==> src/inc/mdp_pkg.sv <==
// Package for the mode dependent port pin block
package mdp_pkg;

   // =====================================================================
   // Operating modes, coded as {mode_select_b, mode_select_a}
   typedef enum logic [1:0] {
      MDP_BOOT   = 2'b00,
      MDP_SINGLE = 2'b01,
      MDP_TEST   = 2'b10,
      MDP_EXPAND = 2'b11
   } mdp_mode_e;

   // =====================================================================
   // Register indexes on the plain register port
   localparam logic [3:0] ADDR_DATA_A = 4'h0;
   localparam logic [3:0] ADDR_DIRA  = 4'h1;
   localparam logic [3:0] ADDR_DATA_B = 4'h2;
   localparam logic [3:0] ADDR_DIRB  = 4'h3;
   localparam logic [3:0] ADDR_DATA_C = 4'h4;
   localparam logic [3:0] ADDR_DIRC  = 4'h5;
   localparam logic [3:0] ADDR_PORTF = 4'h6;
   localparam logic [3:0] ADDR_DIRF  = 4'h7;
   localparam logic [3:0] ADDR_PORTG = 4'h8;
   localparam logic [3:0] ADDR_DIRG  = 4'h9;
   localparam logic [3:0] ADDR_PORTE = 4'ha;
   localparam logic [3:0] ADDR_OPTIONS = 4'hb;
   localparam logic [3:0] ADDR_MODE  = 4'hc;

   // =====================================================================
   // Option register fields and reset values
   localparam int         OPT_DRVHI_BIT  = 0;
   localparam int         OPT_ODRAIN_BIT = 1;
   localparam logic [7:0] RST_DATA       = 8'h00;
   localparam logic [7:0] RST_DIR        = 8'h00;
   localparam logic [7:0] RST_OPTIONS    = 8'h00;
   localparam int         RW_PIN_BIT     = 7;

   // =====================================================================
   // Register port and expansion bus carriers
   typedef struct packed {
      logic [3:0] addr;
      logic [7:0] wdata;
      logic       wr;
      logic       rd;
   } mdp_reg_s;

   typedef struct packed {
      logic [15:0] addr;
      logic [7:0]  wdata;
      logic        read;
      logic        valid;
   } mdp_bus_s;

endpackage : mdp_pkg

==> src/mdp_port_pins.sv <==
// Mode dependent parallel port pins with expansion bus multiplexing
//
// Our own choices: the address map and the plain strobed port.
`timescale 1ns/1ps
// What this block does
// - During reset the two mode inputs choose one of four modes
// - Instruction strobe goes low in the cycle after the opcode fetch cycle of each opcode
// - Strobe only pulls low; with drive-high option it drives high for one cycle after
// - In expanded and test modes direction pin is high during reads
// - In single chip and bootstrap the direction pin is port G bit 7
// - Port B carries high address in expanded and test modes, else general I/O
// - Port C is the data bus in expanded and test modes, else general I/O
// - Port data reads: inputs give pin level, outputs give latch value, timer-owned port A bits the compare value
// - Writes to B, C, G bit 7 latch; pins driven only as outputs in chip modes
// - Port A writes leave pins under output compare unchanged
// - Port A resets to inputs; direction bits rule when timer is off
// - Port A bits share timer capture, compare and accumulator functions
// - Out of reset port C is input or data bus per mode
// - Port C open-drain option disables high drive; one floats the pin
// - Port C open-drain option works only in single chip mode
// - Ports A B C F G bidirectional; port E input only
// - Ports B C F and G bit 7 are general I/O only in chip modes
// - At reset data registers are cleared and inputs are high-impedance
// - Port F carries low address in expanded and test modes, else general I/O
module mdp_port_pins
   import mdp_pkg::*;
(
   input  wire logic        clk_sys,
   input  wire logic        rstn,
   input  wire logic        modeSelectA,
   input  wire logic        modeSelectB,
   input  wire mdp_reg_s    regReq,
   output logic [7:0]       regRdata,
   input  wire mdp_bus_s    extBus,
   output logic [7:0]       extRdata,
   input  wire logic        opcodeFetch,
   input  wire logic [7:0]  timerOut,
   input  wire logic [7:0]  timerOutEn,
   output logic [7:0]       timerIn,
   input  wire logic [7:0]  portAIn,
   output logic [7:0]       portAOut,
   output logic [7:0]       portAOe,
   input  wire logic [7:0]  portBIn,
   output logic [7:0]       portBOut,
   output logic [7:0]       portBOe,
   input  wire logic [7:0]  portCIn,
   output logic [7:0]       portCOut,
   output logic [7:0]       portCOe,
   input  wire logic [7:0]  portEIn,
   input  wire logic [7:0]  portFIn,
   output logic [7:0]       portFOut,
   output logic [7:0]       portFOe,
   input  wire logic [7:0]  portGIn,
   output logic [7:0]       portGOut,
   output logic [7:0]       portGOe,
   output logic             strobeOut,
   output logic             strobeOe,
   output logic [1:0]       modeOut
);

   // =====================================================================
   // Mode capture
   mdp_mode_e  mode_r;
   logic       inReset_r;
   logic [7:0] dataA_r, dataB_r, dataC_r, dataF_r, dataG_r;
   logic [7:0] dirA_r, dirB_r, dirC_r, dirF_r, dirG_r;
   logic [7:0] options_r;
   logic       strobeHi_r;
   logic       chipMode;
   logic       busMode;
   logic       wrA, wrB, wrC, wrF, wrG;
   logic [7:0] regRdata_nxt;
   logic [7:0] aOut_nxt, aOe_nxt;
   logic [7:0] bOut_nxt, bOe_nxt;
   logic [7:0] cOut_nxt, cOe_nxt;
   logic [7:0] fOut_nxt, fOe_nxt;
   logic [7:0] gOut_nxt, gOe_nxt;

   always_ff @(posedge clk_sys or negedge rstn) begin
      if (!rstn) begin
         inReset_r <= 1'b1;
      end else begin
         inReset_r <= 1'b0;
      end
   end

   always_ff @(posedge clk_sys or negedge rstn) begin
      if (!rstn) begin
         mode_r <= MDP_SINGLE;
      end else if (inReset_r) begin
         mode_r <= mdp_mode_e'({modeSelectB, modeSelectA});
      end
   end

   assign chipMode = (mode_r == MDP_SINGLE) || (mode_r == MDP_BOOT);
   assign busMode  = !chipMode;

   // =====================================================================
   // Register writes
   assign wrA = regReq.wr && (regReq.addr == ADDR_DATA_A);
   assign wrB = regReq.wr && (regReq.addr == ADDR_DATA_B);
   assign wrC = regReq.wr && (regReq.addr == ADDR_DATA_C);
   assign wrF = regReq.wr && (regReq.addr == ADDR_PORTF);
   assign wrG = regReq.wr && (regReq.addr == ADDR_PORTG);

   always_ff @(posedge clk_sys or negedge rstn) begin
      if (!rstn) begin
         dataA_r <= RST_DATA;
         dataB_r <= RST_DATA;
         dataC_r <= RST_DATA;
         dataF_r <= RST_DATA;
         dataG_r <= RST_DATA;
      end else begin
         if (wrA) dataA_r <= regReq.wdata;
         if (wrB) dataB_r <= regReq.wdata;
         if (wrC) dataC_r <= regReq.wdata;
         if (wrF) dataF_r <= regReq.wdata;
         if (wrG) dataG_r <= regReq.wdata;
      end
   end

   always_ff @(posedge clk_sys or negedge rstn) begin
      if (!rstn) begin
         dirA_r <= RST_DIR;
         dirB_r <= RST_DIR;
         dirC_r <= RST_DIR;
         dirF_r <= RST_DIR;
         dirG_r <= RST_DIR;
         options_r <= RST_OPTIONS;
      end else if (regReq.wr) begin
         case (regReq.addr)
            ADDR_DIRA: dirA_r <= regReq.wdata;
            ADDR_DIRB: dirB_r <= regReq.wdata;
            ADDR_DIRC: dirC_r <= regReq.wdata;
            ADDR_DIRF: dirF_r <= regReq.wdata;
            ADDR_DIRG: dirG_r <= regReq.wdata;
            ADDR_OPTIONS: options_r <= regReq.wdata;
            default: ;
         endcase
      end
   end

   // =====================================================================
   // Register reads, data one cycle after the strobe
   function automatic logic [7:0] portRead(input logic [7:0] dir,
                                           input logic [7:0] latch,
                                           input logic [7:0] pin);
      portRead = (dir & latch) | (~dir & pin);
   endfunction : portRead

   always_comb begin
      regRdata_nxt = 8'h00;
      case (regReq.addr)
         ADDR_DATA_A: regRdata_nxt = portRead(dirA_r | timerOutEn,
                                             aOut_nxt, portAIn);
         ADDR_DIRA:  regRdata_nxt = dirA_r;
         ADDR_DATA_B: regRdata_nxt = portRead(dirB_r, dataB_r, portBIn);
         ADDR_DIRB:  regRdata_nxt = dirB_r;
         ADDR_DATA_C: regRdata_nxt = portRead(dirC_r, dataC_r, portCIn);
         ADDR_DIRC:  regRdata_nxt = dirC_r;
         ADDR_PORTF: regRdata_nxt = portRead(dirF_r, dataF_r, portFIn);
         ADDR_DIRF:  regRdata_nxt = dirF_r;
         ADDR_PORTG: regRdata_nxt = portRead(dirG_r, dataG_r, portGIn);
         ADDR_DIRG:  regRdata_nxt = dirG_r;
         ADDR_PORTE: regRdata_nxt = portEIn;
         ADDR_OPTIONS: regRdata_nxt = options_r;
         ADDR_MODE:  regRdata_nxt = {6'h00, mode_r};
         default:    regRdata_nxt = 8'h00;
      endcase
   end

   always_ff @(posedge clk_sys or negedge rstn) begin
      if (!rstn) begin
         regRdata <= 8'h00;
      end else if (regReq.rd) begin
         regRdata <= regRdata_nxt;
      end else begin
         regRdata <= 8'h00;
      end
   end

   // =====================================================================
   // Pin drive selection
   always_comb begin
      // Port A: timer compare owns the pin where enabled
      aOut_nxt = (timerOutEn & timerOut) | (~timerOutEn & dataA_r);
      aOe_nxt  = timerOutEn | dirA_r;
      // Port B: high address or general I/O
      bOut_nxt = busMode ? extBus.addr[15:8] : dataB_r;
      bOe_nxt  = busMode ? 8'hff : dirB_r;
      // Port F: low address or general I/O
      fOut_nxt = busMode ? extBus.addr[7:0] : dataF_r;
      fOe_nxt  = busMode ? 8'hff : dirF_r;
      // Port C: data bus, push-pull or open-drain general I/O
      if (busMode) begin
         cOut_nxt = extBus.wdata;
         cOe_nxt  = (extBus.valid && !extBus.read) ? 8'hff : 8'h00;
      end else if (options_r[OPT_ODRAIN_BIT] && mode_r == MDP_SINGLE) begin
         cOut_nxt = 8'h00;
         cOe_nxt  = dirC_r & ~dataC_r;
      end else begin
         cOut_nxt = dataC_r;
         cOe_nxt  = dirC_r;
      end
      // Port G: bit 7 is transfer direction in bus modes
      gOut_nxt = dataG_r;
      gOe_nxt  = dirG_r;
      if (busMode) begin
         gOut_nxt[RW_PIN_BIT] = !extBus.valid || extBus.read;
         gOe_nxt[RW_PIN_BIT]  = 1'b1;
      end
   end

   always_ff @(posedge clk_sys or negedge rstn) begin
      if (!rstn) begin
         portAOut <= 8'h00;
         portAOe  <= 8'h00;
         portBOut <= 8'h00;
         portBOe  <= 8'h00;
         portCOut <= 8'h00;
         portCOe  <= 8'h00;
         portFOut <= 8'h00;
         portFOe  <= 8'h00;
         portGOut <= 8'h00;
         portGOe  <= 8'h00;
         timerIn  <= 8'h00;
         extRdata <= 8'h00;
         modeOut  <= 2'b00;
      end else begin
         portAOut <= aOut_nxt;
         portAOe  <= aOe_nxt;
         portBOut <= bOut_nxt;
         portBOe  <= bOe_nxt;
         portCOut <= cOut_nxt;
         portCOe  <= cOe_nxt;
         portFOut <= fOut_nxt;
         portFOe  <= fOe_nxt;
         portGOut <= gOut_nxt;
         portGOe  <= gOe_nxt;
         timerIn  <= portAIn;
         extRdata <= portCIn;
         modeOut  <= mode_r;
      end
   end

   // =====================================================================
   // Instruction start strobe, open drain with optional high kick
   always_ff @(posedge clk_sys or negedge rstn) begin
      if (!rstn) begin
         strobeOut  <= 1'b0;
         strobeOe   <= 1'b0;
         strobeHi_r <= 1'b0;
      end else if (inReset_r) begin
         strobeOut  <= 1'b0;
         strobeOe   <= 1'b0;
         strobeHi_r <= 1'b0;
      end else if (opcodeFetch) begin
         strobeOut  <= 1'b0;
         strobeOe   <= 1'b1;
         strobeHi_r <= 1'b1;
      end else if (strobeHi_r && options_r[OPT_DRVHI_BIT]) begin
         strobeOut  <= 1'b1;
         strobeOe   <= 1'b1;
         strobeHi_r <= 1'b0;
      end else begin
         strobeOut  <= 1'b0;
         strobeOe   <= 1'b0;
         strobeHi_r <= 1'b0;
      end
   end

endmodule : mdp_port_pins

==> config.mk <==
export PLATFORM = sky130hd
export DESIGN_NAME = mdp_port_pins
export DESIGN_NICKNAME = d
export VERILOG_FILES = /design/src/inc/mdp_pkg.sv /design/src/mdp_port_pins.sv
export SDC_FILE = /design/constraint.sdc
export NUM_CORES = 1
export LEC_CHECK = 0
export BUFFER_PORTS_ARGS = -buffer_cell sky130_fd_sc_hd__buf_2
export CAP_MARGIN = 20
export CORE_ASPECT_RATIO = 0.7
export CORE_MARGIN = 2
export CORE_UTILIZATION = 40
export CTS_BUF_LIST = sky130_fd_sc_hd__clkbuf_16
export DETAILED_ROUTE_END_ITERATION = 12
export SYNTH_ARGS = -nofsm -noshare
export SYNTH_HDL_FRONTEND = slang
export SYNTH_SLANG_ARGS = --single-unit
==> constraint.sdc <==
create_clock -name clk_sys -period 1.6 [get_ports clk_sys]
set_input_delay 0.08 -clock clk_sys [delete_from_list [all_inputs] [get_ports clk_sys]]
set_output_delay 0.08 -clock clk_sys [all_outputs]
set_load 0.02 [all_outputs]
==> impl_metrics.tcl, run 1 <==
set metrics [dict create \
    status "finished clean" \
    fp.dieW_um 176 \
    diodes 0 \
    totalWireLength_um 27300 \
    cp-endpoint "regRdata[6]" \
    r2r-end "regRdata[6]" \
    synth_warnings 0 \
    crit_path_cell_trace "or3b_4, a211oi_4, buf_6, a211oi_2, a31oi_1" \
    cp_num_buf_inv 1 \
    path_delay_family "compound AO/OA/AOI/OAI gates" \
    p_seq_share_pct 46.0 \
    period_needed_ns 1.59 \
    p_leak_nw 5.45 \
    clock_power_share_pct 30.4 \
    insertion_delay_ns 0.44 \
    fin_tns_setup_ns 0 \
    setup-violations-final 0 \
    wl_per_cell_um 21.8 \
    drv_cap 0 \
    vias 6364 \
    synthCells 626 \
    post_synth_num_cell_types 59 \
    start_kind "flip-flop" \
    grt_usage_pct 25.6 \
    grt_pass1_vias 6712 \
    synthFlopType "dfrtp_1" \
    path_max_fanout 2 \
    path_class "reg -> reg" \
    comb_power_share_pct 23.6 \
    r2r_setup_slack_ns 0.01 \
    path_clk_slew_ns 0.07 \
    antenna_found_initial 1 \
    hold_violations 0 \
    numClockSinks 200 \
    postRouteAntennaNets 0 \
    viasPerCell 5.09 \
    power_density_mw_per_mm2 1250 \
    r2r-start "dirF_r[6]" \
    ff2ff_path_depth 5 \
    ioPinCount 217 \
    grt_max_degree 58 \
    slowest_delay_ns 0.41 \
    clockBufferDepth 2 \
    dp_slack_ns -0.141 \
    setup_slack_ns 0.0143 \
    fin_nets 1077 \
    internal-power_mw 9.93 \
    grt_pass1_wl_um 41300 \
    placementRows 43 \
    first_pass_iters 4 \
    hold-worst-slack_ns 0.0410 \
    yosysSeqAreaShare_pct 60.5 \
    fmax_ghz 0.631 \
    initialDrtViolationCount 333 \
    cts_buffers 17 \
    synth_nets 735 \
    dp_hpwl_um 20300 \
    synth_area_mm2 0.00828 \
    relSlewSlack_pct 47.7 \
    cts_tree "built" \
    rsz0062_at_grt "yes" \
    hold_class "in -> reg" \
    worstSetupStartpoint "dirF_r[6]" \
    vdd_drop_max_mv 0.605 \
    cp_slowest_cell "or3b_4" \
    fin_crit_sh_pct 99.1 \
    worst_pin_slew_ns 0.779 \
    drv_slew 0 \
    drive_gt1_share_pct 49.4 \
    p_sw_share_pct 31.1 \
    p_sw_mw 4.47 \
    fin_util_pct 57.2 \
    cts.htree.levels 4 \
    die_h_um 124 \
    skew_ns 0.0125 \
    globalplace.congestion 0.893 \
    cts-root-buf "clkbuf_16" \
    cp-end-kind "flip-flop" \
    route.detailed.drc 0 \
    async_reset_ff_share_pct 100 \
    synth_area_per_cell_um2 13.2 \
    core_area_mm2 0.0201 \
    area_growth_pct 38.8 \
    gr-total-overflow 0 \
    cp.depth 5 \
    synth_edf_count 0 \
    ys_ff_latch 200 \
    io_buffers 216 \
    dieArea_mm2 0.0219 \
    start_util_pct 41.2 \
    crit_arrival_ns 1.93 \
    required_ns 1.94 \
]
synth_stat cells (2+ instances only):
library cell	n	area, um^2
a21oi_1	3	15.0
nand3_1	6	30.0
o21ai_0	30	150
a31oi_1	7	43.8
o32ai_1	4	35.0
a211oi_1	5	37.5
nor2_1	9	33.8
buf_4	3	22.5
a21o_1	2	15.0
mux2_2	114	1280
nor3_1	3	15.0
or3b_1	3	26.3
o22a_1	2	17.5
a32o_1	4	40.0
and2_1	2	12.5
nor4b_1	2	17.5
nand2_1	46	173
nand3_2	2	20.0
nor2b_1	6	37.5
buf_2	7	35.0
or4b_1	2	20.0
clkbuf_1	21	78.8
and3_1	3	18.8
dfstp_2	2	52.6
nand2_2	2	12.5
o22ai_1	7	43.8
a41oi_1	2	17.5
nand2b_1	10	62.6
a22oi_1	7	52.6
nor2_2	2	12.5
mux2i_1	32	320
nand3b_1	12	90.1
nor4bb_1	2	20.0
nor3b_2	2	25.0
a21boi_0	2	15.0
buf_1	2	7.51
or2_2	25	156
a221oi_1	4	35.0
dfrtp_1	198	4950
inv_1	10	37.5
how the worst min path moves through the flow:
stage                     startpoint          end  slack (ns)  cells past startpoint
after floorplan                 rstn   dataA_r[0]       -0.22                      0
after global placement          rstn   dataA_r[0]        0.07                      1
after detailed placement        rstn   portAOe[6]        0.08                      1
after CTS                 portEIn[6]  regRdata[6]        0.01                      3
after global routing      portEIn[6]  regRdata[6]        0.05                      3
final                     portEIn[6]  regRdata[6]        0.04                      3
through the flow:
stage                     total power [mW]  instances  instance area, um^2
after global placement                9.87       1156                10200
final                                 14.4       1251                11500
after CTS                             14.5       1249                11400
after global routing                  15.1       1251                11500
after floorplan                       8.31        626                 8280
after detailed placement              9.94       1156                10200
power groups by stage:
stage / Combinational [mW] / Clock [mW] / Sequential, mW
after global placement: 3.20 / 0 / 6.68
after floorplan: 1.28 / 0 / 7.03
after global routing: 3.64 / 4.67 / 6.75
final: 3.40 / 4.38 / 6.63
after detailed placement: 3.23 / 0 / 6.71
after CTS: 3.37 / 4.48 / 6.62
timing repair:
action | 4_1_cts | 5_1_grt
hold buffers | 61 | 0
gates resized for setup | 2 | 8
setup buffers | 0 | 2
pin swaps | 1 | 5
endpoints found under the hold margin | 180 | 0
endpoints found under the setup margin | 2 | 4
worst reg2reg max path: stages (launching register included):
cell and delay [ns]:
dfrtp_1 0.39, or3b_4 0.41, a211oi_4 0.31, buf_6 0.15, a211oi_2 0.04, a31oi_1 0.19
layout make-up:
cell class / instances / area, um^2
Clock inverter: 15 / 173
Tap cell: 270 / 338
Multi-Input combinational cell: 383 / 3130
Fill cell: 1706 / 8580
Timing Repair Buffer: 356 / 2370
Clock buffer: 17 / 425
Sequential cell: 200 / 5010
Inverter: 10 / 37.5
logic make-up (layout without fill, tap and decap cells):
kind of cell	after synthesis	after routing	synth area share, %
multiplexers	146	146	19.4
flip-flops	200	200	60.5
buffers and inverters	43	398	2.19
other	1	1	0.0453
AND/OR/NAND/NOR	147	147	10.6
AO/OA/AOI/OAI	89	89	7.32
cells in the final DEF, fill, tap and decap left out, types with 4 or more instances in the layout:
| cell type | netlist | layout |
|---|---|---|
| buf_12 | 0 | 6 |
| o22ai_1 | 7 | 7 |
| clkbuf_16 | 0 | 17 |
| o32ai_1 | 4 | 4 |
| nor2_1 | 9 | 9 |
| dlygate4sd3_1 | 0 | 61 |
| buf_4 | 3 | 72 |
| dfrtp_1 | 198 | 197 |
| nand3b_1 | 12 | 12 |
| a32o_1 | 4 | 4 |
| a31oi_1 | 7 | 7 |
| nand3_1 | 6 | 6 |
| nand2b_1 | 10 | 10 |
| nor2b_1 | 6 | 6 |
| a22oi_1 | 7 | 7 |
| mux2i_1 | 32 | 31 |
| mux2_2 | 114 | 114 |
| nand2_1 | 46 | 46 |
| o21ai_0 | 30 | 29 |
| or2_2 | 25 | 25 |
| inv_1 | 10 | 11 |
| buf_2 | 7 | 215 |
metal layers:
layer  vias to the layer above  track usage, %  routed length [um]  share of wire (%)
met5                         -               0                  15              0.055
met4                         2            5.15                 236               0.87
met3                        20            5.22                1610                5.9
met2                       198            37.9               11900                 43
met1                      3213            38.8               13600                 50
li1                       2931               -                   -                  -
No activity file was read; power rests on OpenSTA's default activity.
==> run 2: changes to the inputs <==
--- a/config.mk
+++ b/config.mk
@@ -9,9 +9,11 @@
 export CAP_MARGIN = 20
 export CORE_ASPECT_RATIO = 0.7
 export CORE_MARGIN = 2
-export CORE_UTILIZATION = 40
+export CORE_UTILIZATION = 35
 export CTS_BUF_LIST = sky130_fd_sc_hd__clkbuf_16
 export DETAILED_ROUTE_END_ITERATION = 12
+export SETUP_SLACK_MARGIN = 0.2
+export SLEW_MARGIN = 0
 export SYNTH_ARGS = -nofsm -noshare
 export SYNTH_HDL_FRONTEND = slang
 export SYNTH_SLANG_ARGS = --single-unit
==> impl_metrics.tcl, run 2 (synthesis gave the netlist of run 1 again) <==
set metrics [dict create \
    path_class "reg -> reg" \
    required_ns 1.92 \
    drv_slew 0 \
    power_mw 14.6 \
    grt_max_degree 49 \
    period_needed_ns 1.56 \
    vias 6335 \
    relSlewSlack_pct 60.8 \
    first_pass_iters 5 \
    io_buffers 216 \
    initialDrtViolationCount 321 \
    clock_power_share_pct 32.0 \
    grt_pass1_vias 6497 \
    placementRows 47 \
    cts.htree.levels 4 \
    rsz0062_at_grt "yes" \
    numClockSinks 200 \
    clockBufferDepth 2 \
    hold_violations 0 \
    fin_nets 1071 \
    p_leak_nw 5.46 \
    dp_hpwl_um 19500 \
    core_area_mm2 0.0234 \
    area_growth_pct 40.1 \
    totalWireLength_um 26100 \
    path_max_fanout 3 \
    setup-violations-final 0 \
    drive_gt1_share_pct 50.2 \
    wl_per_cell_um 20.2 \
    viasPerCell 4.90 \
    placed_cells 1194 \
    die_h_um 133 \
    cts-root-buf "clkbuf_16" \
    p_sw_mw 4.51 \
    start_util_pct 35.4 \
    stdcell_count 1293 \
    fmax_ghz 0.642 \
    p_sw_share_pct 30.9 \
    p_seq_share_pct 45.4 \
    insertion_delay_ns 0.45 \
    diodes 0 \
    cp-end-kind "flip-flop" \
    layout_commonest_cell "buf_2" \
    worst_pin_slew_ns 0.587 \
    gr-total-overflow 0 \
    grt_usage_pct 21.5 \
    comb_power_share_pct 22.6 \
    path_clk_slew_ns 0.08 \
    power_density_mw_per_mm2 1260 \
    route.detailed.drc 0 \
    hold_class "in -> reg" \
    final_cell_mix "215 x buf_2, 196 x dfrtp_1, 109 x mux2_2" \
    start_kind "flip-flop" \
    skew_ns 0.0141 \
    globalplace.congestion 0.919 \
    cts_buffers 17 \
    postRouteAntennaNets 0 \
    drv_cap 0 \
    status "finished clean" \
    antenna_found_initial 1 \
    internal-power_mw 10.1 \
    ioPinCount 217 \
    cts_tree "built" \
    fp.dieW_um 188 \
    vdd_drop_max_mv 0.758 \
    crit_arrival_ns 1.87 \
    dieArea_mm2 0.0249 \
    fin_crit_sh_pct 97.4 \
    grt_pass1_wl_um 39900 \
]
==> run 2: metrics by stage <==
step                TNS, ns  cell area [um^2]  worst slack (ns)  utilization [%]  hold slack [ns]
detailed placement   -0.125             10200           -0.0635             43.6           0.0363
finish                    0             11600            0.0423             49.5           0.0698
CTS                       0             11500            0.0611             49.3           0.0470
global route              0             11600            0.0513             49.5           0.0655
floorplan                 0              8280             0.204                -           -0.216
global placement    -0.0872             10200           -0.0539             43.6           0.0383
==> run 2: power by group through the flow <==
| stage | Sequential, mW | Clock, mW | Combinational (mW) |
|---|---|---|---|
| 3_5_place_dp | 6.73 | 0 | 3.06 |
| 6_report | 6.64 | 4.67 | 3.31 |
| 2_1_floorplan | 7.03 | 0 | 1.28 |
| 4_1_cts | 6.63 | 4.77 | 3.29 |
| 3_3_place_gp | 6.72 | 0 | 3.04 |
| 5_1_grt | 6.75 | 4.97 | 3.56 |
==> run 2: timing repair <==
action                                  in CTS  in global routing
hold buffers                                62                  0
buffers inserted                             5                  0
resized for setup                           12                 14
hold endpoints to repair                   260                  0
pin swaps                                    4                 11
endpoints found under the setup margin       6                  7
==> run 2: layout make-up <==
| type | instances | area, um^2 |
|---|---|---|
| clock buffers | 17 | 425 |
| clock inverters | 15 | 204 |
| fillers | 2140 | 11800 |
| inverters | 10 | 37.5 |
| multi-input cells | 383 | 3200 |
| flip-flops and latches | 200 | 5010 |
| well taps | 318 | 398 |
| repair buffers | 350 | 2330 |
==> run 2: per-layer routing <==
| metal | track usage (%) | wire [um] | up-vias |
|---|---|---|---|
| met1 | 32.4 | 13100 | 3165 |
| met2 | 31.3 | 11100 | 227 |
| met3 | 4.93 | 1720 | 20 |
| met4 | 4.72 | 195 | 0 |
| li1 | - | - | 2923 |
| met5 | 0 | 0 | - |
==> run 2: worst paths after layout <==
| kind | slack (ns) | depth (start not counted) | startpoint | endpoint |
|---|---|---|---|---|
| setup / recovery | 0.04 | 4 | dirC_r[0] | regRdata[0] |
| hold / removal | 0.07 | 2 | regReq[7] | dirC_r[5] |
| setup reg to reg | 0.04 | 4 | dirC_r[0] | regRdata[0] |
| hold reg to reg | 0.41 | 0 | dataG_r[0] | portGOut[0] |
| max in group asynchronous | 0.86 | 3 | rstn | dirC_r[1] |
| min in group asynchronous | 0.14 | 2 | rstn | portAOe[1] |
==> run 2: worst max-delay path, stage by stage, from the launching register on <==
cell and delay (ns):
dfrtp_1 0.39, mux2i_1 0.40, o32ai_1 0.22, nor4b_4 0.28
a41oi_2 0.13
==> run 3: changes to the inputs <==
--- a/config.mk
+++ b/config.mk
@@ -5,13 +5,13 @@
 export SDC_FILE = /design/constraint.sdc
 export NUM_CORES = 1
 export LEC_CHECK = 0
-export BUFFER_PORTS_ARGS = -buffer_cell sky130_fd_sc_hd__buf_2
 export CAP_MARGIN = 20
 export CORE_ASPECT_RATIO = 0.7
 export CORE_MARGIN = 2
 export CORE_UTILIZATION = 35
 export CTS_BUF_LIST = sky130_fd_sc_hd__clkbuf_16
 export DETAILED_ROUTE_END_ITERATION = 12
+export DONT_BUFFER_PORTS = 1
 export SETUP_SLACK_MARGIN = 0.2
 export SLEW_MARGIN = 0
 export SYNTH_ARGS = -nofsm -noshare
==> impl_metrics.tcl, run 3 (synthesis gave the netlist of run 1 again) <==
set metrics [dict create \
    status "finished, violations left" \
    violations "negative hold slack" \
    dpl_cell_area_mm2 0.00884 \
    hold-worst-slack_ns -0.660 \
    crit_path_cell_trace "mux2_2, a32o_2, nor4b_4, a41oi_2" \
    rsz0062_at_grt "yes" \
    cp-endpoint "regRdata[0]" \
    path_clk_slew_ns 0.08 \
    crit_arrival_ns 1.77 \
    route.detailed.drc 0 \
    drv_cap 0 \
    grt_usage_pct 22.5 \
    placementRows 47 \
    worst_pin_slew_ns 0.708 \
    globalplace.congestion 0.888 \
    internal-power_mw 9.45 \
    final_area_mm2 0.0103 \
    path_max_fanout 2 \
    vdd_drop_max_mv 0.753 \
    core_area_mm2 0.0234 \
    r2r_setup_slack_ns 0.12 \
    start_util_pct 35.4 \
    drive_gt1_share_pct 33.1 \
    relSlewSlack_pct 52.7 \
    initialDrtViolationCount 321 \
    io_buffers 0 \
    viasPerCell 5.27 \
    r2r-start "dirG_r[0]" \
    grt_max_degree 201 \
    path_class "reg -> reg" \
    first_pass_iters 4 \
    fin_tns_setup_ns 0 \
    fp.dieW_um 188 \
    placed_cells 950 \
    fin_util_pct 44.0 \
    start_kind "flip-flop" \
    hold_violations 200 \
    power_mw 13.5 \
    dieArea_mm2 0.0249 \
    wl_per_cell_um 25.7 \
    postRouteAntennaNets 0 \
    cts-root-buf "clkbuf_16" \
    final_cell_mix "197 x dfrtp_1, 113 x mux2_2, 73 x dlygate4sd3_1" \
    drv_slew 0 \
    setup-violations-final 0 \
    stdcell_count 1059 \
    cp_num_buf_inv 0 \
    clockBufferDepth 2 \
    p_sw_share_pct 29.9 \
    fin_crit_sh_pct 92.4 \
    r2r-end "regRdata[0]" \
    totalWireLength_um 27300 \
    hold_class "in -> async" \
    required_ns 1.90 \
    cts_buffers 17 \
    fin_nets 836 \
    gr-total-overflow 0 \
    layout_commonest_cell "dfrtp_1" \
    worstSetupStartpoint "dirG_r[0]" \
    skew_ns 0.0131 \
    fmax_ghz 0.676 \
    antenna_found_initial 3 \
    die_h_um 133 \
    comb_power_share_pct 15.3 \
    period_needed_ns 1.48 \
    cp-end-kind "flip-flop" \
    ioPinCount 217 \
    vias 5576 \
    slowest_delay_ns 0.36 \
    cts_tree "built" \
    power_density_mw_per_mm2 1310 \
    numClockSinks 200 \
    ff2ff_path_depth 4 \
    fill_cells 2161 \
    area_growth_pct 24.5 \
    cp_slowest_cell "dfrtp_1" \
    cts_hold_buf 73 \
    clock_power_share_pct 31.1 \
    dp_hpwl_um 19100 \
    p_sw_mw 4.03 \
    path_delay_family "compound AO/OA/AOI/OAI gates" \
    p_leak_nw 4.43 \
    insertion_delay_ns 0.44 \
    cp.depth 4 \
    p_seq_share_pct 53.6 \
    grt_pass1_vias 6018 \
    cts.htree.levels 4 \
    grt_pass1_wl_um 40600 \
]
run 3: cell types whose count changed in the layout (fill, tap and decap cells not counted), moves of 4 or more:
cell           delta
buf_2           -215
mux2_2            +4
buf_12            -5
mux2_4            -4
dlygate4sd3_1    +11
buf_4            -25
inv_8             -6
run 3: what timing repair did:
| action | in CTS | in global routing |
|---|---|---|
| hold endpoints to repair | 357 | 200 |
| endpoints found under the setup margin | 6 | 7 |
| gates resized for setup | 18 | 13 |
| pin swaps | 6 | 6 |
| setup buffers | 2 | 1 |
run 3: how the worst min path moves through the flow:
| stage | end | slack [ns] |
|---|---|---|
| 6_report | dataA_r[1] | -0.66 |
| 3_3_place_gp | portAOe[1] | -0.21 |
| 4_1_cts | portAOe[5] | -0.69 |
| 5_1_grt | portGOut[1] | -0.70 |
| 2_1_floorplan | dataA_r[0] | -0.22 |
| 3_5_place_dp | portAOe[1] | -0.21 |
run 3: metrics by stage:
stage	setup slack [ns]	hold slack, ns
2_1_floorplan	0.204	-0.216
3_3_place_gp	0.0471	-0.211
3_5_place_dp	0.0226	-0.211
4_1_cts	0.114	-0.687
5_1_grt	0.0719	-0.699
6_report	0.121	-0.660
run 3: power by group through the flow:
| stage | sequential [mW] | combinational (mW) | clock [mW] |
|---|---|---|---|
| after floorplan | 7.03 | 1.28 | 0 |
| after global placement | 7.28 | 1.69 | 0 |
| after detailed placement | 7.31 | 1.73 | 0 |
| after CTS | 7.23 | 2.02 | 4.32 |
| after global routing | 7.35 | 2.23 | 4.57 |
| final | 7.23 | 2.06 | 4.20 |
run 3: metal layers:
metal	GRT usage (%)	up-vias	wire, um
li1	-	2442	-
met3	7.06	15	2010
met5	0	-	13
met4	4.94	2	186
met2	33.4	191	12100
met1	32.3	2926	13000
run 3: cell type report:
class                   instances  area [um^2]  share of cell area (%)
flip-flops and latches        200         5010                    48.6
diodes                          1         2.50                  0.0243
well taps                     318          398                    3.86
inverters                      10         37.5                   0.364
clock inverters                15          138                    1.34
multi-input cells             383         3240                    31.4
repair buffers                115         1060                    10.3
clock buffers                  17          425                    4.13
